==> config.mk <==
export PLATFORM = sky130hd
export DESIGN_NAME = tapdec_top
export DESIGN_NICKNAME = d
export VERILOG_FILES = /design/src/tapdec_pkg.sv /design/src/tapdec_link_if.sv /design/src/tapdec_pin_sync.sv /design/src/tapdec_top.sv
export VERILOG_INCLUDE_DIRS = /design/src /design/src/src
export SDC_FILE = /design/constraint.sdc
export NUM_CORES = 1
export LEC_CHECK = 0
export CORE_MARGIN = 5
export CORE_UTILIZATION = 35
export DETAILED_ROUTE_END_ITERATION = 7
export DONT_BUFFER_PORTS = 1
export GPL_ROUTABILITY_DRIVEN = 0
export PLACE_DENSITY = 0.55
export RECOVER_POWER = 50
export REMOVE_ABC_BUFFERS = 1
export SYNTH_ARGS = -nofsm -noshare
export SYNTH_HDL_FRONTEND = slang
export SYNTH_HIERARCHICAL = 1
export SYNTH_SLANG_ARGS = --single-unit
export TNS_END_PERCENT = 20
==> constraint.sdc <==
create_clock -name CORE_CLK -period 4.8 [get_ports CORE_CLK]
set_input_delay 0.24 -clock CORE_CLK [delete_from_list [all_inputs] [get_ports CORE_CLK]]
set_output_delay 0.24 -clock CORE_CLK [all_outputs]
set_load 0.03 [all_outputs]
==> src/tapdec_defines.svh <==
`ifndef TAPDEC_DEFINES_SVH
`define TAPDEC_DEFINES_SVH
// instruction register geometry and codes
`define TAPDEC_IR_W 4
`define TAPDEC_IR_RESET 4'h2
`define TAPDEC_IR_CAPT_LOW 2'h1
`define TAPDEC_STAT_NORMAL 2'h0
`define TAPDEC_STAT_DEBUG 2'h3
`define TAPDEC_OP_EXTEST 4'h0
`define TAPDEC_OP_SAMPLE 4'h1
`define TAPDEC_OP_IDCODE 4'h2
`define TAPDEC_OP_EXTPULL 4'h3
`define TAPDEC_OP_HIGHZ 4'h4
`define TAPDEC_OP_CLAMP 4'h5
`define TAPDEC_OP_DBGCONN 4'h6
`define TAPDEC_OP_HALTREQ 4'h7
`define TAPDEC_OP_BYPASS 4'hF
// identification register
`define TAPDEC_ID_W 32
`define TAPDEC_ID_DEFAULT 32'h00000001
`endif

==> src/tapdec_pkg.sv <==
package tapdec_pkg;
   // tap controller states, gray-ish coding along the dr and ir paths
   typedef enum logic [3:0] {
      TAPDEC_RESET = 4'h0,
      TAPDEC_IDLE = 4'h1,
      TAPDEC_SEL_DR = 4'h3,
      TAPDEC_CAP_DR = 4'h2,
      TAPDEC_SH_DR = 4'h6,
      TAPDEC_EX1_DR = 4'h7,
      TAPDEC_PAU_DR = 4'h5,
      TAPDEC_EX2_DR = 4'h4,
      TAPDEC_UPD_DR = 4'hC,
      TAPDEC_SEL_IR = 4'hD,
      TAPDEC_CAP_IR = 4'hF,
      TAPDEC_SH_IR = 4'hE,
      TAPDEC_EX1_IR = 4'hA,
      TAPDEC_PAU_IR = 4'hB,
      TAPDEC_EX2_IR = 4'h9,
      TAPDEC_UPD_IR = 4'h8
   } tapdec_state_t;
endpackage

==> src/tapdec_link_if.sv <==
`timescale 1ns/1ps
`default_nettype none
// synchronised pin view shared between the top and the edge finder
interface tapdec_link_if;
   logic tck_rise;
   logic tck_fall;
   logic tms_s;
   logic tdi_s;
   modport sync (output tck_rise, output tck_fall, output tms_s, output tdi_s);
   modport core (input tck_rise, input tck_fall, input tms_s, input tdi_s);
endinterface
`default_nettype wire

==> src/tapdec_pin_sync.sv <==
`timescale 1ns/1ps
`default_nettype none
// two-flop synchronisers for the test pins plus tck edge detection
module tapdec_pin_sync (
   input wire logic clk,
   input wire logic rst_n,
   input wire logic tck_pin,
   input wire logic tms_pin,
   input wire logic tdi_pin,
   tapdec_link_if.sync lnk
);
   logic [2:0] meta_reg; // first stage, read only by second stage
   logic [2:0] sync_reg; // second stage {tck,tms,tdi}
   logic tck_last_reg; // previous synced tck for edge finding
   // synchroniser chain
   always_ff @(posedge clk) begin
      if (!rst_n) begin
         meta_reg <= 3'h0;
         sync_reg <= 3'h0;
         tck_last_reg <= 1'b0;
      end else begin
         meta_reg <= {tck_pin, tms_pin, tdi_pin};
         sync_reg <= meta_reg;
         tck_last_reg <= sync_reg[2];
      end
   end
   // edges derive from stable second-stage values only
   assign lnk.tck_rise = sync_reg[2] & ~tck_last_reg;
   assign lnk.tck_fall = ~sync_reg[2] & tck_last_reg;
   assign lnk.tms_s = sync_reg[1];
   assign lnk.tdi_s = sync_reg[0];
endmodule // tapdec_pin_sync
`default_nettype wire

==> src/tapdec_top.sv <==
`timescale 1ns/1ps
`default_nettype none
`include "tapdec_defines.svh"
module tapdec_top #(
   parameter int BSC_LEN = 8, // boundary cells count
   parameter logic [31:0] ID_VALUE = `TAPDEC_ID_DEFAULT // arbitrary identity value
) (
   input wire logic CORE_CLK,
   input wire logic RSTN,
   input wire logic TCK,
   input wire logic TMS,
   input wire logic TDI,
   input wire logic TRST_N,
   output logic TDO,
   output logic TDO_OE_N,
   input wire logic DEBUG_MODE,
   input wire logic DEBUG_TRIGGER,
   output logic DEBUG_EVENT_OUT_N,
   input wire logic DBG_TDO,
   output logic DBG_TDI,
   output logic DBG_SHIFT,
   output logic DBG_CAPTURE,
   output logic DBG_UPDATE,
   output logic DBG_SELECTED,
   output logic HALT_REQUEST,
   output logic SYS_RESET_HOLD,
   output logic EXT_WEAK_PULLUP,
   output logic PINS_HIGHZ,
   output logic BSC_OVERRIDE,
   input wire logic [BSC_LEN-1:0] BSC_PIN_IN,
   output logic [BSC_LEN-1:0] BSC_PIN_OUT
);
   // shift and capture slices need at least two cells
   if (BSC_LEN < 2) begin : g_bsc_len_check
      $error("boundary chain too short");
   end

   tapdec_link_if lnk ();
   logic trst_meta_reg; // trst first stage
   logic trst_n_reg; // synchronised trst
   tapdec_pkg::tapdec_state_t state_reg; // controller state
   tapdec_pkg::tapdec_state_t state_next; // next controller state
   logic [`TAPDEC_IR_W-1:0] ir_shift_reg; // instruction shift stage
   logic [`TAPDEC_IR_W-1:0] test_instruction_reg; // active instruction
   logic [`TAPDEC_ID_W-1:0] chip_ident_reg; // identification shift stage
   logic [BSC_LEN-1:0] boundary_cell_chain; // boundary shift stage
   logic [BSC_LEN-1:0] bsc_update_reg; // boundary output latches
   logic single_bit_path_reg; // bypass bit
   logic tdo_reg; // tdo flop, changes on tck fall
   logic tdo_oe_n_reg;
   logic dbg_reg; // debug event output flop
   logic [1:0] output_status_bits; // captured status pair
   logic sel_bsc;
   logic sel_id;
   logic sel_dbg;
   logic serial_bit;

   // pin synchroniser and tck edge finder
   tapdec_pin_sync u_sync (
      .clk(CORE_CLK),
      .rst_n(RSTN),
      .tck_pin(TCK),
      .tms_pin(TMS),
      .tdi_pin(TDI),
      .lnk(lnk)
   );

   // test reset synchroniser, separate from system reset path
   always_ff @(posedge CORE_CLK) begin
      trst_meta_reg <= TRST_N;
      trst_n_reg <= trst_meta_reg;
   end

   // decoded register selection
   function automatic logic is_bsc_op(input logic [`TAPDEC_IR_W-1:0] op);
      return (op == `TAPDEC_OP_EXTEST) || (op == `TAPDEC_OP_SAMPLE) ||
         (op == `TAPDEC_OP_EXTPULL);
   endfunction

   // serial status follows debug mode
   assign output_status_bits = DEBUG_MODE ? `TAPDEC_STAT_DEBUG : `TAPDEC_STAT_NORMAL;
   assign sel_bsc = is_bsc_op(test_instruction_reg);
   assign sel_id = (test_instruction_reg == `TAPDEC_IR_RESET);
   assign sel_dbg = (test_instruction_reg == `TAPDEC_OP_DBGCONN);

   // next state on tms, standard sixteen-state walk
   always_comb begin
      state_next = state_reg;
      case (state_reg)
         tapdec_pkg::TAPDEC_RESET: begin
            state_next = lnk.tms_s ? tapdec_pkg::TAPDEC_RESET : tapdec_pkg::TAPDEC_IDLE;
         end
         tapdec_pkg::TAPDEC_IDLE: begin
            state_next = lnk.tms_s ? tapdec_pkg::TAPDEC_SEL_DR : tapdec_pkg::TAPDEC_IDLE;
         end
         tapdec_pkg::TAPDEC_SEL_DR: begin
            state_next = lnk.tms_s ? tapdec_pkg::TAPDEC_SEL_IR : tapdec_pkg::TAPDEC_CAP_DR;
         end
         tapdec_pkg::TAPDEC_CAP_DR: begin
            state_next = lnk.tms_s ? tapdec_pkg::TAPDEC_EX1_DR : tapdec_pkg::TAPDEC_SH_DR;
         end
         tapdec_pkg::TAPDEC_SH_DR: begin
            state_next = lnk.tms_s ? tapdec_pkg::TAPDEC_EX1_DR : tapdec_pkg::TAPDEC_SH_DR;
         end
         tapdec_pkg::TAPDEC_EX1_DR: begin
            state_next = lnk.tms_s ? tapdec_pkg::TAPDEC_UPD_DR : tapdec_pkg::TAPDEC_PAU_DR;
         end
         tapdec_pkg::TAPDEC_PAU_DR: begin
            state_next = lnk.tms_s ? tapdec_pkg::TAPDEC_EX2_DR : tapdec_pkg::TAPDEC_PAU_DR;
         end
         tapdec_pkg::TAPDEC_EX2_DR: begin
            state_next = lnk.tms_s ? tapdec_pkg::TAPDEC_UPD_DR : tapdec_pkg::TAPDEC_SH_DR;
         end
         tapdec_pkg::TAPDEC_UPD_DR: begin
            state_next = lnk.tms_s ? tapdec_pkg::TAPDEC_SEL_DR : tapdec_pkg::TAPDEC_IDLE;
         end
         tapdec_pkg::TAPDEC_SEL_IR: begin
            state_next = lnk.tms_s ? tapdec_pkg::TAPDEC_RESET : tapdec_pkg::TAPDEC_CAP_IR;
         end
         tapdec_pkg::TAPDEC_CAP_IR: begin
            state_next = lnk.tms_s ? tapdec_pkg::TAPDEC_EX1_IR : tapdec_pkg::TAPDEC_SH_IR;
         end
         tapdec_pkg::TAPDEC_SH_IR: begin
            state_next = lnk.tms_s ? tapdec_pkg::TAPDEC_EX1_IR : tapdec_pkg::TAPDEC_SH_IR;
         end
         tapdec_pkg::TAPDEC_EX1_IR: begin
            state_next = lnk.tms_s ? tapdec_pkg::TAPDEC_UPD_IR : tapdec_pkg::TAPDEC_PAU_IR;
         end
         tapdec_pkg::TAPDEC_PAU_IR: begin
            state_next = lnk.tms_s ? tapdec_pkg::TAPDEC_EX2_IR : tapdec_pkg::TAPDEC_PAU_IR;
         end
         tapdec_pkg::TAPDEC_EX2_IR: begin
            state_next = lnk.tms_s ? tapdec_pkg::TAPDEC_UPD_IR : tapdec_pkg::TAPDEC_SH_IR;
         end
         default: begin
            state_next = lnk.tms_s ? tapdec_pkg::TAPDEC_SEL_DR : tapdec_pkg::TAPDEC_IDLE;
         end
      endcase
   end

   // controller advances on tck rise; test reset overrides, system reset too
   always_ff @(posedge CORE_CLK) begin
      if (!RSTN || !trst_n_reg) begin
         state_reg <= tapdec_pkg::TAPDEC_RESET;
      end else if (lnk.tck_rise) begin
         state_reg <= state_next;
      end
   end

   // instruction shift stage: capture, shift
   always_ff @(posedge CORE_CLK) begin
      if (!RSTN || !trst_n_reg) begin
         ir_shift_reg <= `TAPDEC_IR_RESET;
      end else if (lnk.tck_rise) begin
         if (state_reg == tapdec_pkg::TAPDEC_CAP_IR) begin
            // status in upper pair, fixed 01 below
            ir_shift_reg <= {output_status_bits, `TAPDEC_IR_CAPT_LOW};
         end else if (state_reg == tapdec_pkg::TAPDEC_SH_IR) begin
            ir_shift_reg <= {lnk.tdi_s, ir_shift_reg[`TAPDEC_IR_W-1:1]};
         end
      end
   end

   // active instruction: reset loads idcode, updated on update-ir fall
   always_ff @(posedge CORE_CLK) begin
      if (!RSTN || !trst_n_reg) begin
         test_instruction_reg <= `TAPDEC_IR_RESET;
      end else if (state_reg == tapdec_pkg::TAPDEC_RESET) begin
         test_instruction_reg <= `TAPDEC_IR_RESET;
      end else if (lnk.tck_fall && state_reg == tapdec_pkg::TAPDEC_UPD_IR) begin
         // reserved codes are loaded as-is; probe must avoid them
         test_instruction_reg <= ir_shift_reg;
      end
   end

   // identification register: capture value, shift through
   always_ff @(posedge CORE_CLK) begin
      if (!RSTN) begin
         chip_ident_reg <= `TAPDEC_ID_DEFAULT;
      end else if (lnk.tck_rise && sel_id) begin
         if (state_reg == tapdec_pkg::TAPDEC_CAP_DR) begin
            chip_ident_reg <= {ID_VALUE[`TAPDEC_ID_W-1:1], 1'b1};
         end else if (state_reg == tapdec_pkg::TAPDEC_SH_DR) begin
            chip_ident_reg <= {lnk.tdi_s, chip_ident_reg[`TAPDEC_ID_W-1:1]};
         end
      end
   end

   // boundary chain: captures pin levels, shifts under its instructions
   always_ff @(posedge CORE_CLK) begin
      if (!RSTN) begin
         boundary_cell_chain <= '0;
      end else if (lnk.tck_rise && sel_bsc) begin
         if (state_reg == tapdec_pkg::TAPDEC_CAP_DR) begin
            boundary_cell_chain <= BSC_PIN_IN;
         end else if (state_reg == tapdec_pkg::TAPDEC_SH_DR) begin
            boundary_cell_chain <= {lnk.tdi_s, boundary_cell_chain[BSC_LEN-1:1]};
         end
      end
   end

   // boundary output latches update on update-dr fall, kept through clamp
   always_ff @(posedge CORE_CLK) begin
      if (!RSTN || !trst_n_reg) begin
         bsc_update_reg <= '0;
      end else if (lnk.tck_fall && sel_bsc && state_reg == tapdec_pkg::TAPDEC_UPD_DR) begin
         bsc_update_reg <= boundary_cell_chain;
      end
   end

   // bypass bit for every instruction without its own data register
   always_ff @(posedge CORE_CLK) begin
      if (!RSTN) begin
         single_bit_path_reg <= 1'b0;
      end else if (lnk.tck_rise) begin
         if (state_reg == tapdec_pkg::TAPDEC_CAP_DR) begin
            single_bit_path_reg <= 1'b0;
         end else if (state_reg == tapdec_pkg::TAPDEC_SH_DR) begin
            single_bit_path_reg <= lnk.tdi_s;
         end
      end
   end

   // serial output select
   always_comb begin
      if (state_reg == tapdec_pkg::TAPDEC_SH_IR) begin
         serial_bit = ir_shift_reg[0];
      end else if (sel_bsc) begin
         serial_bit = boundary_cell_chain[0];
      end else if (sel_id) begin
         serial_bit = chip_ident_reg[0];
      end else if (sel_dbg) begin
         serial_bit = DBG_TDO;
      end else begin
         serial_bit = single_bit_path_reg;
      end
   end

   // tdo changes on tck fall; enable only in shift states
   always_ff @(posedge CORE_CLK) begin
      if (!RSTN || !trst_n_reg) begin
         tdo_reg <= 1'b0;
         tdo_oe_n_reg <= 1'b1;
      end else if (lnk.tck_fall) begin
         tdo_reg <= serial_bit;
         tdo_oe_n_reg <= !(state_reg == tapdec_pkg::TAPDEC_SH_IR ||
            state_reg == tapdec_pkg::TAPDEC_SH_DR);
      end
   end

   // debug event flop, active low
   always_ff @(posedge CORE_CLK) begin
      if (!RSTN) begin
         dbg_reg <= 1'b1;
      end else begin
         dbg_reg <= ~DEBUG_TRIGGER;
      end
   end

   assign TDO = tdo_reg;
   assign TDO_OE_N = tdo_oe_n_reg;
   assign DEBUG_EVENT_OUT_N = dbg_reg;
   // debug module shares the one controller; shift and capture strobes are tck-rise pulses, update a tck-fall pulse
   assign DBG_TDI = lnk.tdi_s;
   assign DBG_SELECTED = sel_dbg;
   assign DBG_SHIFT = sel_dbg && lnk.tck_rise && state_reg == tapdec_pkg::TAPDEC_SH_DR;
   assign DBG_CAPTURE = sel_dbg && lnk.tck_rise && state_reg == tapdec_pkg::TAPDEC_CAP_DR;
   assign DBG_UPDATE = sel_dbg && lnk.tck_fall && state_reg == tapdec_pkg::TAPDEC_UPD_DR;
   assign HALT_REQUEST = (test_instruction_reg == `TAPDEC_OP_HALTREQ);
   // system logic held in reset under pin-owning instructions
   assign SYS_RESET_HOLD = (test_instruction_reg == `TAPDEC_OP_EXTEST) ||
      (test_instruction_reg == `TAPDEC_OP_EXTPULL) ||
      (test_instruction_reg == `TAPDEC_OP_HIGHZ) ||
      (test_instruction_reg == `TAPDEC_OP_CLAMP);
   assign EXT_WEAK_PULLUP = (test_instruction_reg == `TAPDEC_OP_EXTPULL);
   assign PINS_HIGHZ = (test_instruction_reg == `TAPDEC_OP_HIGHZ);
   assign BSC_OVERRIDE = (test_instruction_reg == `TAPDEC_OP_EXTEST) ||
      (test_instruction_reg == `TAPDEC_OP_EXTPULL) ||
      (test_instruction_reg == `TAPDEC_OP_CLAMP);
   assign BSC_PIN_OUT = bsc_update_reg;
endmodule // tapdec_top
`default_nettype wire

==> qor.csv <==
metric,value,unit
largest_reg_flops,32,
vias,2466,
ff2ff_setup_slack,1960,ps
viasPerCell,5.29,
ys_ff_latch,73,
power.internal,0.914,mW
final-setup-viol-count,0,
tightest_slew,1760,ps
grt_max_degree,52,
max_freq,0.353,GHz
syn_area,3180,um2
fin_worst_skew,11.5,ps
path_clk_slew,80,ps
path_class,flip-flop to flip-flop,
grt_pass1_vias,2250,
dpl.hpwl,4170,um
utilization,38.6,%
post_route_cells_drive_above_1_share,5.59,%
overflow,0,
crit_arrival,3070,ps
violations,"max-capacitance violations, max-slew violations",
dp_slack,1960,ps
clkPwrFrac,45.4,%
synthArstFlopShare,0,%
ant_nets,0,
num_antenna_cells,0,
core_area,8810,um2
clock_latency,340,ps
worst_ep_required_time,5030,ps
num-fill-cells,911,
netlist_top_cells_count,"73 x dfxtp_1, 58 x nand2_1, 45 x nand3_1",
tns,0,ps
finalCriticalPeriod,2840,ps
dp.cells,445,
status,"finished, violations left",
netSwitchingPower,0.245,mW
yosysSeqAreaShare,46.0,%
die_w,105,um
grt_usage,12.3,%
io_pins,38,
drv_cap,1,
cts_sinks,73,
dieArea,11100,um2
yosysTopAreaCell,dfxtp_1,
synth.distinct_cells,47,
fin_ws,1960,ps
cts-buffers-inserted,9,
relSlewSlack,-17.6,%
yosysMostFrequentCell,dfxtp_1,
detail_route.first_pass.iterations,4,
p_seq_share,53.0,%
synth.area.top_cells,"dfxtp_1 46%, nand3_1 7.1%, a21boi_1 6.8%",
synth_ff_type,dfxtp_1,
synth-warning-count,6,
cts-root-buf,clkbuf_8,
synth_top_area_share,46.0,%
grt_pass1_wl,11200,um
hold-worst-slack,27.4,ps
max-clock-path-buffers,2,
nNetsFinal,370,
post_cts_buffers,0,
drt_iter0_drc,114,
cp_max_fo,32,
antenna_found_initial,0,
power_density,341,nW/um2
startpoint_type,flip-flop,
portBuffers,0,
p_comb_share,1.5,%
finalHoldViolations,0,
drt-total-wl,6730,um
finalCritPeriodShare,59.1,%
rows,34,
postSynthAreaPerCell,8.62,um2
drt_drc_violations_left,0,
layout-area-overhead-vs-synth,6.93,%
rsz0062_at_grt,no,
wl_per_cell,14.4,um
synth_cells,369,
swShare,21.1,%
initial_core_util,36.1,%
htree_levels,3,
drv_slew,41,
cts_tree,yes,
end_kind,flip-flop,
synth-edff-count,0,
p_leak,1.29,nW
fin_cells,466,
die_h,105,um
hold_path.class,input port to flip-flop,
ir_drop,113,uV
[worst max-delay path: stages, from the launching register on]
cell,delay (ps)
dfxtp_1,340
nor2b_1,650
and4bb_1,370
nand3_1,850
nor3_1,420
o21ai_1,80
[power groups by stage]
stage	clock, mW	sequential [mW]	combinational (mW)
CTS	0.544	0.615	0.0182
finish	0.526	0.615	0.0179
global placement	0	0.629	0.0145
global route	0.575	0.616	0.0196
detailed placement	0	0.629	0.0147
floorplan	0	0.628	0.0120
[final cells by class]
class	count	area, um2	area share (%)
repair buffers	6	53.8	1.58
multi-input cells	258	1510	44.5
well taps	108	135	3.97
clock inverters	6	90.1	2.65
clock buffers	10	128	3.75
inverters	5	18.8	0.552
flip-flops and latches	73	1460	43.0
[path summary, 6_finish.rpt]
check	start	endpoint	cells after the start
worst max-delay path	u_sync/sync_reg[2]	chip_ident_reg[0]	5
worst min-delay path	TDI	u_sync/meta_reg[0]	1
worst max register to register	u_sync/sync_reg[2]	chip_ident_reg[0]	5
worst min register to register	trst_meta_reg	trst_n_reg	0
[cell usage in the layout (no fill, tap or decap), drive strengths merged, types with 2 or more instances in the layout]
cell type    netlist  routed
dfxtp             73      73
nand2             58      58
nand3             45      45
a21boi            33      33
nor2              25      25
mux2i             11      11
clkbuf            17      11
and2              10      10
a21oi              8       8
o211a              8       8
nor3               7       7
o21ai              7       7
and3               6       6
inv                5       6
dlygate4sd3        0       5
nand2b             4       4
nor2b              4       4
o211ai             4       4
xnor2              2       2
a31o               2       2
nand4              2       2
nor3b              2       2
nand3b             2       2
bufinv             0       2
nor4b              2       2
or4b               2       2
clkinv             0       2
[per-layer routing]
metal | GRT usage [%] | wire length (um) | up-vias
met3 | 3.00 | 264 | 10
met2 | 19.2 | 3050 | 39
met5 | 0 | 0 | -
met4 | 5.62 | 112 | 0
met1 | 16.2 | 3310 | 1175
li1 | - | - | 1242
[repair_timing]
action / CTS / global route
endpoints found under the hold margin: 4 / 0
gates resized for setup: 0 / 0
hold buffers: 5 / 0
[logic make-up after synthesis]
logic type,count (synthesis),synth area share (%)
flops,73,46.0
xor+xnor,3,0.827
simple gates,171,26.3
compound gates,72,16.8
mux,12,3.82
buf+inv,38,6.26
[metrics by stage]
stage / power, mW / area [um2]
floorplan: 0.640 / 3000
global placement: 0.644 / 3140
detailed placement: 0.644 / 3140
CTS: 1.18 / 3410
global route: 1.21 / 3400
finish: 1.16 / 3400
Note: power is estimated with default switching activity, not from simulation.
